`src/include/sqcfg_regs_cfg.svh`:
```
// Overview of operation
// bit 6 flags self-test completed
// bit 5 flags single-error correction on load
// fail bits: vm 3, nvm 2, logic 1, analog 0
// self-test status at 0x19, read-only, reset 0x00
// reset cause kept while any supply present; here it clears to 0x00 on every rst_b reset
// each new reset or shutdown overwrites cause
// emergency shutdown sequence need not be recorded
// host reads reset cause early after power-on
// bit 7 set for external reset input
// bit 6 set for watchdog reset
// bit 4 set for emergency powerdown input
// bit 3 set for active input low
// watchdog shutdown sets bit 2, copies mode
// forced shutdown code stored in bits 1:0
// alt enable bits: pin12 bit3 .. pin9 bit0
// alt function only with zero sequencing fields
// select bits pick output or input function
// pin9 select bit always reads zero
// config loaded from nvm, then read-only
// drive bit 0 open-drain, 1 push-pull
// bit 7 internal load, bit 6 crystal on
// bit 4 selects slow clock push-pull
// clearing fault flag keeps self-test results
// read-only writes ignored, reserved read zero
`ifndef SQCFG_REGS_CFG_SVH
`define SQCFG_REGS_CFG_SVH
`define SQCFG_OFS_SELFTEST 8'h19
`define SQCFG_OFS_RSTCAUSE 8'h1a
`define SQCFG_OFS_ALTEN 8'h20
`define SQCFG_OFS_ALTSEL 8'h21
`define SQCFG_OFS_DRVUP 8'h22
`define SQCFG_OFS_DRVLO 8'h23
`define SQCFG_OFS_OSC 8'h24
`define SQCFG_RST_SELFTEST 8'h00
`define SQCFG_RST_CAUSE 8'h00
`define SQCFG_RST_CFG 8'h00
`define SQCFG_BIT_DONE 6
`define SQCFG_BIT_SEC 5
`define SQCFG_BIT_VM 3
`define SQCFG_BIT_NVM 2
`define SQCFG_BIT_LOGIC 1
`define SQCFG_BIT_ANALOG 0
`define SQCFG_BIT_EXTRST 7
`define SQCFG_BIT_WDRST 6
`define SQCFG_BIT_EMPD 4
`define SQCFG_BIT_ACTLOW 3
`define SQCFG_BIT_WDSHDN 2
`define SQCFG_MSK_LOW4 8'h0f
`define SQCFG_MSK_SEL 8'h0e
`define SQCFG_MSK_OSC 8'hd0
`endif
```
`src/include/sqcfg_pkg.sv`:
```
package sqcfg_pkg;
    typedef enum logic [1:0] {
        SQCFG_IDLE = 2'b00,
        SQCFG_LOAD = 2'b01,
        SQCFG_LOCKED = 2'b11
    } sqcfg_phase_t;
    typedef enum logic [2:0] {
        SQCFG_EV_NONE = 3'd0,
        SQCFG_EV_EXTRST = 3'd1,
        SQCFG_EV_WDRST = 3'd2,
        SQCFG_EV_EMPD = 3'd3,
        SQCFG_EV_ACTLOW = 3'd4,
        SQCFG_EV_WDSHDN = 3'd5,
        SQCFG_EV_FORCE = 3'd6
    } sqcfg_cause_t;
endpackage : sqcfg_pkg

```
`src/hdl/sqcfg_regs.sv`:
```
`timescale 1ns/10ps
`include "sqcfg_regs_cfg.svh"
module sqcfg_regs
    import sqcfg_pkg::*;
(
    // clock and reset
    input wire logic sys_clk,
    input wire logic rst_b,
    // register port: byte address, write strobe, read data
    input wire logic [7:0] regAddr,
    input wire logic regWrEn,
    input wire logic [7:0] regWrData,
    input wire logic regRdEn,
    output logic [7:0] regRdData,
    // self-test and ecc results, pulse on done
    input wire logic selftestDoneStb,
    input wire logic [3:0] selftestFail,
    input wire logic eccCorrStb,
    input wire logic faultFlagClear,
    // reset and shutdown cause events, one-cycle pulses
    input wire logic [2:0] causeEvent,
    input wire logic [1:0] causeCode,
    // nvm load of configuration, pulse with data
    input wire logic nvmLoadStb,
    input wire logic [7:0] nvmAltEnable,
    input wire logic [7:0] nvmAltSelect,
    input wire logic [7:0] nvmDrvUpper,
    input wire logic [7:0] nvmDrvLower,
    input wire logic [7:0] nvmOsc,
    // sequencing fields nonzero per pin 12..9
    input wire logic [3:0] seqFieldsUsed,
    // configuration outputs
    output logic [3:0] altActive,
    output logic [3:0] altSelect,
    output logic [11:0] pinPushpullSelect,
    output logic crystalLoadInternal,
    output logic crystalDriverOn,
    output logic slowclkPushpull
);
    typedef struct packed {
        logic [7:0] stat;
        logic [7:0] cause;
        logic [7:0] altEn;
        logic [7:0] altSel;
        logic [7:0] drvUp;
        logic [7:0] drvLo;
        logic [7:0] osc;
        sqcfg_phase_t phase;
        logic [7:0] rd;
        logic [3:0] altAct;
    } sqcfg_state_t;
    sqcfg_state_t st_q;
    sqcfg_state_t st_d;
    logic rstSyncB;
    logic [3:0] seqUsedSync;
    // the release pipe sits apart from the state struct: it runs on the
    // raw reset while everything else waits for the clean copy
    logic [1:0] rstPipe_q;

    always_ff @(posedge sys_clk or negedge rst_b) begin
        if (!rst_b) begin
            rstPipe_q <= 2'b00;
        end else begin
            rstPipe_q <= {rstPipe_q[0], 1'b1};
        end
    end
    assign rstSyncB = rstPipe_q[1];

    // sequencing fields come from another block's registers but may be
    // changed by an nvm path; synchronise to be safe
    sqcfg_sync2 #(.WIDTH(4)) seqSync (
        .sys_clk(sys_clk),
        .rstSyncB(rstSyncB),
        .asyncIn(seqFieldsUsed),
        .syncOut(seqUsedSync)
    );

    always_comb begin
        st_d = st_q;
        if (selftestDoneStb) begin
            st_d.stat[`SQCFG_BIT_DONE] = 1'b1;
            st_d.stat[`SQCFG_BIT_VM] = selftestFail[3];
            st_d.stat[`SQCFG_BIT_NVM] = selftestFail[2];
            st_d.stat[`SQCFG_BIT_LOGIC] = selftestFail[1];
            st_d.stat[`SQCFG_BIT_ANALOG] = selftestFail[0];
        end
        // fault flag clear has no path into the status bits
        if (faultFlagClear) begin
            st_d.stat = st_d.stat;
        end
        if (eccCorrStb) begin
            st_d.stat[`SQCFG_BIT_SEC] = 1'b1;
        end
        st_d.stat[7] = 1'b0;
        st_d.stat[4] = 1'b0;
        // every event except code 7 and a forced code of zero overwrites the whole cause byte
        unique case (causeEvent)
            SQCFG_EV_EXTRST: begin
                st_d.cause = `SQCFG_RST_CAUSE;
                st_d.cause[`SQCFG_BIT_EXTRST] = 1'b1;
            end
            SQCFG_EV_WDRST: begin
                st_d.cause = `SQCFG_RST_CAUSE;
                st_d.cause[`SQCFG_BIT_WDRST] = 1'b1;
            end
            SQCFG_EV_EMPD: begin
                st_d.cause = `SQCFG_RST_CAUSE;
                st_d.cause[`SQCFG_BIT_EMPD] = 1'b1;
            end
            SQCFG_EV_ACTLOW: begin
                st_d.cause = `SQCFG_RST_CAUSE;
                st_d.cause[`SQCFG_BIT_ACTLOW] = 1'b1;
            end
            SQCFG_EV_WDSHDN: begin
                // the powerdown mode rides in the forced-code field
                st_d.cause = {6'h00, causeCode};
                st_d.cause[`SQCFG_BIT_WDSHDN] = 1'b1;
            end
            SQCFG_EV_FORCE: begin
                if (causeCode != 2'b00) begin
                    st_d.cause = {6'h00, causeCode};
                end
            end
            // emergency sequence 2 is logged elsewhere
            default: st_d.cause = st_q.cause;
        endcase
        unique case (st_q.phase)
            SQCFG_IDLE: begin
                if (nvmLoadStb) begin
                    st_d.phase = SQCFG_LOAD;
                end
            end
            SQCFG_LOAD: begin
                st_d.phase = SQCFG_LOCKED;
            end
            SQCFG_LOCKED: begin
                st_d.phase = SQCFG_LOCKED;
            end
            default: st_d.phase = SQCFG_IDLE;
        endcase
        if (st_q.phase == SQCFG_IDLE && nvmLoadStb) begin
            st_d.altEn = nvmAltEnable & `SQCFG_MSK_LOW4;
            st_d.altSel = nvmAltSelect & `SQCFG_MSK_SEL;
            st_d.drvUp = nvmDrvUpper & `SQCFG_MSK_LOW4;
            st_d.drvLo = nvmDrvLower;
            st_d.osc = nvmOsc & `SQCFG_MSK_OSC;
        end
        st_d.altAct = st_q.altEn[3:0] & ~seqUsedSync;
        st_d.rd = 8'h00;
        if (regRdEn) begin
            unique case (regAddr)
                `SQCFG_OFS_SELFTEST: st_d.rd = st_q.stat;
                `SQCFG_OFS_RSTCAUSE: st_d.rd = st_q.cause;
                `SQCFG_OFS_ALTEN: st_d.rd = st_q.altEn;
                `SQCFG_OFS_ALTSEL: st_d.rd = st_q.altSel;
                `SQCFG_OFS_DRVUP: st_d.rd = st_q.drvUp;
                `SQCFG_OFS_DRVLO: st_d.rd = st_q.drvLo;
                `SQCFG_OFS_OSC: st_d.rd = st_q.osc;
                default: st_d.rd = 8'h00;
            endcase
        end
        // all registers here are read-only, writes are dropped
        if (regWrEn) begin
            st_d.stat = st_d.stat;
        end
    end

    // cause shares the synchronised reset with the rest of the state and clears on it
    always_ff @(posedge sys_clk or negedge rstSyncB) begin
        if (!rstSyncB) begin
            st_q.stat <= `SQCFG_RST_SELFTEST;
            st_q.cause <= `SQCFG_RST_CAUSE;
            st_q.altEn <= `SQCFG_RST_CFG;
            st_q.altSel <= `SQCFG_RST_CFG;
            st_q.drvUp <= `SQCFG_RST_CFG;
            st_q.drvLo <= `SQCFG_RST_CFG;
            st_q.osc <= `SQCFG_RST_CFG;
            st_q.phase <= SQCFG_IDLE;
            st_q.rd <= 8'h00;
            st_q.altAct <= 4'h0;
        end else begin
            st_q.stat <= st_d.stat;
            st_q.cause <= st_d.cause;
            st_q.altEn <= st_d.altEn;
            st_q.altSel <= st_d.altSel;
            st_q.drvUp <= st_d.drvUp;
            st_q.drvLo <= st_d.drvLo;
            st_q.osc <= st_d.osc;
            st_q.phase <= st_d.phase;
            st_q.rd <= st_d.rd;
            st_q.altAct <= st_d.altAct;
        end
    end

    assign regRdData = st_q.rd;
    assign altActive = st_q.altAct;
    assign altSelect = st_q.altSel[3:0];
    assign pinPushpullSelect = {st_q.drvUp[3:0], st_q.drvLo};
    assign crystalLoadInternal = st_q.osc[7];
    assign crystalDriverOn = st_q.osc[6];
    assign slowclkPushpull = st_q.osc[4];
endmodule : sqcfg_regs

```
`src/hdl/sqcfg_sync2.sv`:
```
`timescale 1ns/10ps
module sqcfg_sync2 #(
    parameter int WIDTH = 1
) (
    // clock and reset
    input wire logic sys_clk,
    input wire logic rstSyncB,
    // data
    input wire logic [WIDTH-1:0] asyncIn,
    output logic [WIDTH-1:0] syncOut
);
    typedef struct packed {
        logic [WIDTH-1:0] meta;
        logic [WIDTH-1:0] out;
    } sqcfg_sync_t;
    sqcfg_sync_t st_q;
    sqcfg_sync_t st_d;
    always_comb begin
        st_d.meta = asyncIn;
        st_d.out = st_q.meta;
    end
    always_ff @(posedge sys_clk or negedge rstSyncB) begin
        if (!rstSyncB) begin
            st_q <= '0;
        end else begin
            st_q <= st_d;
        end
    end
    assign syncOut = st_q.out;
endmodule : sqcfg_sync2

```
`config.mk`:
```
export PLATFORM = sky130hd
export DESIGN_NAME = sqcfg_regs
export DESIGN_NICKNAME = d
export VERILOG_FILES = /design/src/include/sqcfg_pkg.sv /design/src/hdl/sqcfg_regs.sv /design/src/hdl/sqcfg_sync2.sv
export VERILOG_INCLUDE_DIRS = /design/src /design/src/include
export SDC_FILE = /design/constraint.sdc
export NUM_CORES = 1
export LEC_CHECK = 0
export BUFFER_PORTS_ARGS = -buffer_cell sky130_fd_sc_hd__buf_2
export CORE_UTILIZATION = 50
export DETAILED_ROUTE_END_ITERATION = 7
export PLACE_DENSITY = 0.79
export SYNTH_ARGS = -nofsm -noshare
export SYNTH_HDL_FRONTEND = slang
export SYNTH_SLANG_ARGS = --single-unit
```
`constraint.sdc`:
```
create_clock -name sys_clk -period 4.05 [get_ports sys_clk]
set_input_delay 0.2025 -clock sys_clk [delete_from_list [all_inputs] [get_ports sys_clk]]
set_output_delay 0.2025 -clock sys_clk [all_outputs]
set_load 0.03 [all_outputs]
```
# After elaboration in Yosys (flattened, before gate mapping)

Cells that the tools add are included.

Add/sub/neg operators: 0
$mul: 0
Div/mod/pow operators: 0
$lt $le $gt $ge: 0
Equal/unequal tests: 17
Shifts and indexed selects: 0
Mux-type cells: 6
Bitwise logic cells: 2
Reductions and logical operators: 6

Operators by type and width:

| kind               | number |
|---|---|
| $pmux 8 s7         | 1 |
| $pmux 8 s6         | 1 |
| $eq 8x6->1 const B | 5 |
| $eq 8x5->1 const B | 2 |
| $mux 8             | 2 |
| $eq 3x3->1 const B | 3 |
| $eq 3x2->1 const B | 2 |
| $reduce_bool 6->1  | 1 |
| $and 4x4->4        | 1 |
| $ne 2x2->1 const B | 2 |
| $not 4->4          | 1 |
| $pmux 2 s2         | 1 |
| $eq 3x1->1 const B | 1 |
| $eq 2x1->1 const B | 1 |
| $eq 2x2->1 const B | 1 |
| $logic_not 2->1    | 1 |
| $mux 2             | 1 |
| $reduce_and 2->1   | 1 |
| $reduce_bool 2->1  | 1 |
| $reduce_or 2->1    | 1 |
| $logic_and 1x1->1  | 1 |

Bits in registers: 60
Bits in latches: 0
Bits in writable memories: 0
Bits in read-only memories: 0
Input port bits: 77
Output and inout port bits: 31
Logic and storage cells: 45
Memories: 0

# Longest topological paths before layout

Gate-level depths: netlist of the first run.

Word-level depth: 3
Mapped depth: 5
Mapped depth without buffers: 4

# By module

Synthesis of the first run repeated with hierarchy kept, for this count alone.

Cells, all modules: 216
Area, all modules: 2705.1 um2

By module, submodules not included:

| module      | instances | cells each | area each (um2) | sequential area each (um2) |
|---|---|---|---|---|
| sqcfg_regs  | 1         | 208        | 2504.9          | 1276.2 |
| sqcfg_sync2 | 1         | 8          | 200.2           | 200.2 |

# Worst setup path before layout of the first run

No wires, ideal clock.

Path type: flip-flop to flip-flop
Start point: register st_q[13] in the netlist's numbering
End point: register st_q (netlist bit altSelect[1])
Library setup time: 125 ps
Arrival: 1238 ps
Required time: 3925 ps
Setup slack: 2687 ps
Cell stages (with the launch flop): 5
Path buffers: 1
Clock period less this slack: 1363 ps
Cells stage by stage: dfrtp_1 -> nand2b_1 -> nor2_1 -> buf_2 -> mux2_2

Longest elaborated chain between the ends: 2

Ends and longest elaborated chain:

| what               | RTL line          | RTL |
|---|---|---|
| start: declaration | sqcfg_regs.sv:52  | `sqcfg_state_t st_q;` |
| $logic_not 2->1    | sqcfg_regs.sv:141 | `if (st_q.phase == SQCFG_IDLE && nvmLoadStb) begin` |
| $logic_and 1x1->1  | sqcfg_regs.sv:141 |  |

Every way passes these cells.
A chain may end at the register's enable or synchronous reset.

# Worst setup path after layout of the first run

Ends and elaborated chain as after synthesis.

==> results of run 1 <==
-- registers in the layout, indices dropped and copies added (netlist names) --
register,flops
crystalLoadInternal,1
pinPushpullSelect,12
seqSync.st_d,4
slowclkPushpull,1
rstPipe_q,2
seqSync.syncOut,4
regRdData,8
altSelect,3
crystalDriverOn,1
st_q,19
altActive,4
-- per-stage QoR --
stage / instances / area [µm²] / setup slack, ns
detailed placement: 333 / 2930 / 2.11
CTS: 354 / 3170 / 2.10
floorplan: 220 / 2690 / 2.29
finish: 354 / 3170 / 2.14
global placement: 333 / 2930 / 2.12
global route: 354 / 3170 / 2.01
-- metal layers --
layer  global-route usage [%]  routed length, µm
met1                     24.4               2190
met4                     10.5                 85
met3                     2.51                287
met2                     30.2               2460
met5                        0                  0
-- synthesized netlist by cell type, types with 2 or more instances --
| cell type | count |
|---|---|
| mux2_1 | 4 |
| a22o_1 | 10 |
| inv_1 | 6 |
| a32o_1 | 5 |
| nand2_1 | 4 |
| mux2_2 | 22 |
| a211oi_1 | 2 |
| o2bb2ai_1 | 2 |
| buf_2 | 3 |
| nand2b_1 | 3 |
| nor2_1 | 9 |
| or2_2 | 2 |
| and2_1 | 2 |
| conb_1 | 2 |
| a32oi_1 | 2 |
| dfrtp_1 | 59 |
| a32o_2 | 2 |
| a21oi_1 | 6 |
| nand4_1 | 2 |
| nand3_1 | 3 |
| nor2b_1 | 8 |
| o21ai_0 | 7 |
| buf_4 | 29 |
| a22oi_1 | 5 |
| nor3_1 | 2 |
| clkbuf_1 | 4 |
-- how the worst max path moves through the flow --
stage                       startpoint           end  depth (start not counted)
after floorplan           rstPipe_q[1]  altActive[0]                          0
after global placement        st_q[13]  altSelect[3]                          3
after detailed placement      st_q[13]  altSelect[1]                          3
after CTS                     st_q[13]  altSelect[1]                          3
after global routing          st_q[13]  altSelect[1]                          3
final                         st_q[13]  altSelect[1]                          3
-- power by group through the flow --
stage	Clock [µW]	Combinational (µW)	Sequential [µW]
2_1_floorplan	0	233	723
3_3_place_gp	0	284	715
3_5_place_dp	0	289	718
4_1_cts	522	294	707
5_1_grt	547	314	715
6_report	512	291	706
-- layout make-up --
cell class | instances | area, µm²
repair buffers | 84 | 448
clock inverters | 2 | 35.0
clock buffers | 14 | 153
well taps | 70 | 87.6
inverters | 6 | 22.5
fillers | 446 | 1970
flip-flops and latches | 59 | 1480
multi-input cells | 119 | 946
-- logic make-up after synthesis --
kind of cell,synth area share [%]
DFF,54.9
AOI/OAI and AO/OA,13.0
and+or+nand+nor,9.67
buffers and inverters,10.0
muxes,12.1
other,0.279
-- critical path: cells and delay by family (launching register included) --
kind	cells	cell delay (ns)
muxes	1	0.43
DFF	1	0.36
and+or+nand+nor	2	1.00
==> results.sh, run 1 <==
export IMPL_rows=26
export IMPL_power_leakage_uw=0.00150
export IMPL_avgRoutedWirePerCell_um=14.2
export IMPL_synth_warnings=0
export IMPL_grt_usage_pct=18.6
export IMPL_synth_nets=297
export IMPL_syn_to_final_growth_pct=17.8
export IMPL_clock_power_share_pct=33.9
export IMPL_switching_power_uw=432
export IMPL_synth_edff_count=0
export IMPL_drtIter0Drc=88
export IMPL_cts_resized=0
export IMPL_hold_path_depth=2
export IMPL_irDropWorstVdd_mv=0.216
export IMPL_setup_worst_path_start_class="flip-flop"
export IMPL_synth_area_leaders="dfrtp_1 55%, mux2_2 9.2%, buf_4 8.1%, a22o_1 3.3%, a32o_1 1.9%"
export IMPL_period_share_pct=47.2
export IMPL_core_area_mm2=0.00514
export IMPL_die_h_um=75.4
export IMPL_clock_sinks=59
export IMPL_htree_levels=3
export IMPL_synth_seq_area_share_pct=54.9
export IMPL_cts_tree="done"
export IMPL_nets=356
export IMPL_hold_violations=0
export IMPL_r2r_slack_ns=2.14
export IMPL_antenna_cells=0
export IMPL_min_to="st_q[67]"
export IMPL_power_density_mw_per_mm2=476
export IMPL_initial_core_util_pct=52.3
export IMPL_status="finished clean"
export IMPL_synthArstFlopShare_pct=100
export IMPL_synth_top_area_cell="dfrtp_1"
export IMPL_first_pass_iters=4
export IMPL_fin_skew_ns=0.00412
export IMPL_postCtsHoldBufs=5
export IMPL_p_sw_share_pct=28.6
export IMPL_grt_max_degree=58
export IMPL_syn_cell_area_mm2=0.00269
export IMPL_avgSynthCellArea_um2=12.2
export IMPL_hold_start="eccCorrStb"
export IMPL_timing_hold_ws_ns=0.0632
export IMPL_gp_congestion=0.822
export IMPL_ys_flop_type="dfrtp_1"
export IMPL_crit_path_max_fanout=22
export IMPL_tns_ns=0
export IMPL_clk_path_buf_depth=2
export IMPL_fin_crit_ns=1.91
export IMPL_drv_cap=0
export IMPL_drc=0
export IMPL_hp_class="in -> reg"
export IMPL_path_class="reg -> reg"
export IMPL_endpoint_kind="flip-flop"
export IMPL_setup_violations=0
export IMPL_worst_pin_slew_ns=1.11
export IMPL_final_common_cell="buf_2"
export IMPL_yosysUniqueCellTypes=41
export IMPL_reg2reg_from="st_q[13]"
export IMPL_intPower_uw=1080
export IMPL_grt_pass1_vias=1714
export IMPL_rr_endpoint="altSelect[1]"
export IMPL_drive_gt1_share_pct=43.3
export IMPL_die_area_mm2=0.00568
export IMPL_num_vias=1872
export IMPL_antenna_found_initial=0
export IMPL_worst_endpoint_required_ns=4.26
export IMPL_slew_violations=0
export IMPL_clk_pin_slew_worst_paths_ns=0.06
export IMPL_power_total_uw=1510
export IMPL_fin_util_pct=61.7
export IMPL_grt_first_pass_wirelength_um=7670
export IMPL_max_freq_ghz=0.523
export IMPL_drtAntennaViolNets=0
export IMPL_synth_top_cell_area_share_pct=54.9
export IMPL_vias_per_cell=5.29
export IMPL_routed_wl_um=5020
export IMPL_cp_arrival_ns=2.12
export IMPL_reg2reg_depth=3
export IMPL_io_buffer_count=78
export IMPL_die_w_um=75.4
export IMPL_pwr_share_seq_pct=46.8
export IMPL_relSlewSlack_pct=26.3
export IMPL_cts_root_buf="clkbuf_8"
export IMPL_ys_ff_latch=59
export IMPL_dp_hpwl_um=3640
export IMPL_crit_chain="nand2b_1 > nor2_2 > mux2_2"
export IMPL_p_comb_share_pct=19.3
export IMPL_postCtsSetupRepairBufs=0
export IMPL_synth_cells=220
export IMPL_crit_path_max_incr_delay_ns=0.84
export IMPL_layout_common_cells="78 x buf_2, 58 x dfrtp_1, 22 x mux2_2"
export IMPL_cp_slowest_cell="nor2_2"
export IMPL_clk_insertion_delay_late_ns=0.33
export IMPL_io_pins=108
export IMPL_cts_made_buffers=9
export IMPL_grt_overflow=0
export IMPL_rsz0062_at_grt="false"
No activity file was read; power rests on OpenSTA's default activity.
==> run 2: changes to the inputs <==
--- a/config.mk
+++ b/config.mk
@@ -7,9 +7,9 @@
 export NUM_CORES = 1
 export LEC_CHECK = 0
 export BUFFER_PORTS_ARGS = -buffer_cell sky130_fd_sc_hd__buf_2
-export CORE_UTILIZATION = 50
+export CORE_UTILIZATION = 43
 export DETAILED_ROUTE_END_ITERATION = 7
-export PLACE_DENSITY = 0.79
+export PLACE_DENSITY = 0.72
 export SYNTH_ARGS = -nofsm -noshare
 export SYNTH_HDL_FRONTEND = slang
 export SYNTH_SLANG_ARGS = --single-unit
==> constraint.sdc (replaced) <==
create_clock -name sys_clk -period 1.6 [get_ports sys_clk]
set_input_delay 0.08 -clock sys_clk [delete_from_list [all_inputs] [get_ports sys_clk]]
set_output_delay 0.08 -clock sys_clk [all_outputs]
set_load 0.03 [all_outputs]
==> run 2 against run 1 <==
Cell area up 11%. Largest cell class unchanged. Largest power group unchanged. Sequential power rose to 2.5 times the previous value. Highest routed layer unchanged. Die area up 16%. Combinational power rose to 2.7 times the previous value.
==> results.sh, run 2 (synthesis results as in run 1) <==
export IMPL_final_common_cell="buf_2"
export IMPL_grt_max_degree=58
export IMPL_cp_slowest_cell="mux2_2"
export IMPL_io_pins=108
export IMPL_setup_violations=0
export IMPL_die_w_um=81.1
export IMPL_avgRoutedWirePerCell_um=14.5
export IMPL_drtAntennaViolNets=0
export IMPL_drc=0
export IMPL_die_h_um=81.1
export IMPL_instances_no_fill=389
export IMPL_irDropWorstVdd_mv=0.747
export IMPL_largest_reg_flops=19
export IMPL_max_freq_ghz=0.757
export IMPL_worst_endpoint_required_ns=1.81
export IMPL_grt_overflow=0
export IMPL_cts_made_buffers=9
export IMPL_p_comb_share_pct=19.7
export IMPL_tns_ns=0
export IMPL_vias_per_cell=4.95
export IMPL_grt_first_pass_wirelength_um=8860
export IMPL_grt_usage_pct=18.5
export IMPL_syn_to_final_growth_pct=31.2
export IMPL_power_leakage_uw=0.00166
export IMPL_rsz0062_at_grt="false"
export IMPL_antenna_found_initial=0
export IMPL_io_buffer_count=78
export IMPL_drv_cap=0
export IMPL_cts_resized=0
export IMPL_endpoint_kind="flip-flop"
export IMPL_core_area_mm2=0.00599
export IMPL_fillerInstances=500
export IMPL_p_sw_share_pct=28.0
export IMPL_initial_core_util_pct=44.9
export IMPL_slew_violations=0
export IMPL_rows=28
export IMPL_regMostFlops="st_q"
export IMPL_gp_congestion=0.853
export IMPL_pwr_share_seq_pct=44.2
export IMPL_layout_common_cells="78 x buf_2, 58 x dfrtp_1, 32 x dlygate4sd3_1"
export IMPL_hold_violations=0
export IMPL_dp_hpwl_um=3920
export IMPL_cts_tree="done"
export IMPL_nets=387
export IMPL_cp_arrival_ns=1.53
export IMPL_switching_power_uw=1130
export IMPL_clock_sinks=59
export IMPL_clk_pin_slew_worst_paths_ns=0.06
export IMPL_antenna_cells=0
export IMPL_die_area_mm2=0.00658
export IMPL_grt_pass1_vias=1859
export IMPL_drtIter0Drc=94
export IMPL_crit_path_max_fanout=22
export IMPL_cts_root_buf="clkbuf_8"
export IMPL_clk_path_buf_depth=2
export IMPL_hp_class="in -> reg"
export IMPL_num_vias=1926
export IMPL_setup_worst_path_start_class="flip-flop"
export IMPL_first_pass_iters=4
export IMPL_period_share_pct=82.6
export IMPL_status="finished clean"
export IMPL_cp_num_buf_inv=1
export IMPL_fin_skew_ns=0.00657
export IMPL_drive_gt1_share_pct=41.4
export IMPL_fin_util_pct=58.9
export IMPL_path_delay_family="multiplexers"
export IMPL_power_density_mw_per_mm2=1150
export IMPL_htree_levels=3
export IMPL_clock_power_share_pct=36.1
export IMPL_routed_wl_um=5650
export IMPL_r2r_slack_ns=0.28
export IMPL_crit_chain="nand2b_1 > nor2_2 > buf_12 > mux2_2"
export IMPL_clk_insertion_delay_late_ns=0.33
export IMPL_crit_path_max_incr_delay_ns=0.36
export IMPL_path_class="reg -> reg"
export IMPL_dpl_cell_count=342
export IMPL_intPower_uw=2920
export IMPL_fin_crit_ns=1.32
## run 2: cell types whose count changed in the layout (fill, tap and decap cells not counted)
cell           delta
buf_12            +2
buf_4             +2
clkinv_2          +1
clkinvlp_4        +1
bufinv_16         +1
clkbuf_1          -4
dlygate4sd3_1    +27
## run 2: cell type report
cell class	instances	area [µm²]	share of cell area [%]
clock buffer	10	138	3.90
clock inverter	5	77.6	2.20
inverter	6	22.5	0.638
multi-input combinational	119	946	26.8
sequential	59	1480	41.9
tap	75	93.8	2.66
timing repair buffer	115	773	21.9
## run 2: metal layers
layer  share of wire, %  global-route usage [%]  wire (µm)  vias to the layer above
met2                 47                    29.2       2670                       68
met5                  0                       0          0                        -
met1                 45                    23.6       2530                      908
met3                5.7                    3.93        322                       10
li1                   -                       -          -                      940
met4                2.3                    10.5        131                        0
## run 2: final timing paths
check | from | to | cells past startpoint
worst max-delay path | st_q[13] | crystalLoadInternal | 4
worst min-delay path | nvmLoadStb | st_q[12] | 3
worst max register to register | st_q[13] | crystalLoadInternal | 4
worst min register to register | rstPipe_q[1] | altSelect[1] | 1
max in group asynchronous | rstPipe_q[1] | seqSync.syncOut[0] | 1
min in group asynchronous | rst_b | rstPipe_q[0] | 2
## run 2: worst register-to-register path, cell delays in order, from the launching register on
cell and delay, ns:
dfrtp_1 0.35, nand2b_1 0.16, nor2_2 0.14, buf_12 0.19
mux2_2 0.36
## run 2: per-stage QoR
stage               total power [µW]  instance area [µm²]  hold slack, ns  worst slack (ns)
floorplan                       2420                 2690          -0.216             0.237
global placement                2550                 2990          -0.134             0.296
detailed placement              2570                 2990          -0.132             0.245
CTS                             4100                 3530         0.00652             0.266
global route                    4270                 3530          0.0180             0.196
finish                          4050                 3530          0.0179             0.279
## run 2: power by group through the flow
stage / registers (µW) / clock network, µW / logic, µW
after global placement: 1820 / 0 / 731
after CTS: 1800 / 1500 / 806
after detailed placement: 1820 / 0 / 745
final: 1790 / 1460 / 800
after global routing: 1820 / 1580 / 865
after floorplan: 1830 / 0 / 591
## run 2: repair_timing
item / 4_1_cts / 5_1_grt
hold buffers: 32 / 0
hold endpoints to repair: 33 / 0
setup buffers: 0 / 0
==> run 3: changes to the inputs <==
==> constraint.sdc (replaced) <==
create_clock -name sys_clk -period 1.2 [get_ports sys_clk]
set_input_delay 0.06 -clock sys_clk [delete_from_list [all_inputs] [get_ports sys_clk]]
set_output_delay 0.06 -clock sys_clk [all_outputs]
set_load 0.03 [all_outputs]
==> run 3 against run 2 <==
The flow now finishes with violations (hold timing, setup timing). Routed wire length is 1.7% higher. Register-to-register slack lost 0.37 ns. Sequential cell count stayed put. Utilization grew 1.5 points. First-iteration DRC count down 38%. Critical path depth stayed put. Total power up 27%. Via count grew 2.2%. Critical path type unchanged. Highest routed layer unchanged.
==> results.sh, run 3 (synthesis results as in run 1) <==
export IMPL_drtIter0Drc=58
export IMPL_initial_core_util_pct=44.9
export IMPL_power_leakage_uw=0.00172
export IMPL_grt_max_degree=32
export IMPL_antenna_cells=0
export IMPL_path_class="reg -> reg"
export IMPL_drc=0
export IMPL_dp_slack_ns=-0.0737
export IMPL_cts_made_buffers=9
export IMPL_setup_worst_path_start_class="flip-flop"
export IMPL_endpoint_kind="flip-flop"
export IMPL_drv_cap=0
export IMPL_crit_path_max_fanout=22
export IMPL_core_area_mm2=0.00599
export IMPL_die_area_mm2=0.00658
export IMPL_critPathLaunch="st_q[13]"
export IMPL_irDropWorstVdd_mv=0.961
export IMPL_setup_violations=23
export IMPL_routed_wl_um=5750
export IMPL_layout_common_cells="78 x buf_2, 58 x dfrtp_1, 32 x dlygate4sd3_1"
export IMPL_grt_first_pass_wirelength_um=9420
export IMPL_status="finished, violations left"
export IMPL_first_pass_iters=4
export IMPL_timing_hold_ws_ns=-0.00616
export IMPL_hold_start="nvmLoadStb"
export IMPL_nets=394
export IMPL_clock_sinks=59
export IMPL_die_w_um=81.1
export IMPL_num_vias=1968
export IMPL_power_density_mw_per_mm2=1430
export IMPL_largest_reg_flops=19
export IMPL_syn_to_final_growth_pct=34.4
export IMPL_avgRoutedWirePerCell_um=14.5
export IMPL_grt_pass1_vias=1978
export IMPL_htree_levels=3
export IMPL_worst_slack_ns=-0.0950
export IMPL_worst_endpoint_required_ns=1.41
export IMPL_cts_root_buf="clkbuf_8"
export IMPL_drive_gt1_share_pct=43.2
export IMPL_rsz0062_at_grt="true"
export IMPL_hold_violations=1
export IMPL_period_share_pct=108
export IMPL_grt_overflow=0
export IMPL_violations="hold timing, setup timing"
export IMPL_antenna_found_initial=0
export IMPL_fin_crit_ns=1.30
export IMPL_reg2reg_from="st_q[13]"
export IMPL_fin_skew_ns=0.00545
export IMPL_hp_class="in -> reg"
export IMPL_final_common_cell="buf_2"
export IMPL_gp_congestion=0.782
export IMPL_die_h_um=81.1
export IMPL_cts_tree="done"
export IMPL_io_buffer_count=78
export IMPL_io_pins=108
export IMPL_grt_usage_pct=19.6
export IMPL_clk_path_buf_depth=2
export IMPL_rows=28
export IMPL_max_freq_ghz=0.772
export IMPL_regMostFlops="st_q"
export IMPL_clk_pin_slew_worst_paths_ns=0.06
export IMPL_slew_violations=0
export IMPL_vias_per_cell=4.96
export IMPL_tns_ns=-1.45
export IMPL_postCtsHoldBufs=32
export IMPL_dp_hpwl_um=4170
export IMPL_clk_insertion_delay_late_ns=0.33
export IMPL_cp_arrival_ns=1.51
export IMPL_drtAntennaViolNets=0
[run 3: changes by cell type in the layout (fill, tap and decap cells not counted), sizes merged]
cell / before / now
clkbuf: 10 / 14
buf: 83 / 90
bufinv: 2 / 0
clkinvlp: 1 / 0
[run 3: final cells by class]
class	instances	area (µm²)
fill	489	2370
sequential	59	1480
multi-input combinational	119	1000
timing repair buffer	122	838
clock buffer	14	173
tap	75	93.8
inverter	6	22.5
clock inverter	2	10.0
[run 3: critical path, cell delays in order (launching register included)]
cell	delay [ns]
dfrtp_1	0.36
nand2b_4	0.15
nor2_4	0.12
buf_12	0.19
mux2_2	0.35
[run 3: final timing paths]
| path | endpoint | slack, ns | cells past startpoint |
|---|---|---|---|
| setup reg to reg | pinPushpullSelect[5] | -0.1 | 4 |
| min in group asynchronous | rstPipe_q[0] | 0.03 | 2 |
| hold reg to reg | pinPushpullSelect[10] | 0.17 | 0 |
| hold / removal | st_q[12] | -0.006 | 3 |
| max in group asynchronous | regRdData[1] | 0.56 | 1 |
| setup / recovery | pinPushpullSelect[5] | -0.1 | 4 |
[run 3: layer usage]
layer / global-route usage [%] / share of wire (%) / vias to the layer above
met1: 24.2 / 45 / 941
met2: 31.0 / 49 / 70
met4: 8.93 / 1.0 / 0
li1: - / - / 953
met5: 0 / 0 / -
met3: 6.63 / 4.7 / 4
[run 3: power breakdown]
| group | switching [µW] | internal, µW | total (µW) | leakage, µW |
|---|---|---|---|---|
| clock network | 710 | 913 | 1620 | 0.0000965 |
| registers | 180 | 2220 | 2400 | 0.000726 |
| logic | 610 | 530 | 1140 | 0.000897 |
| total | 1500 | 3670 | 5170 | 0.00172 |
[run 3: timing repair]
item	CTS	global route
gates resized for setup	0	2
buffers inserted	1	0
hold endpoints to repair	34	1
pin swaps	1	0
endpoints found under the setup margin	23	23
[run 3: per-stage QoR]
stage               power [µW]  cell area, µm²  hold WS [ns]  util (%)  std cells
floorplan                 3270            2750        -0.236         -        220
global placement          3460            3100        -0.155      51.7        348
detailed placement        3480            3100        -0.154      51.7        348
CTS                       5220            3610       -0.0153      60.2        397
global route              5460            3620       -0.0257      60.4        397
finish                    5170            3620      -0.00616      60.4        397
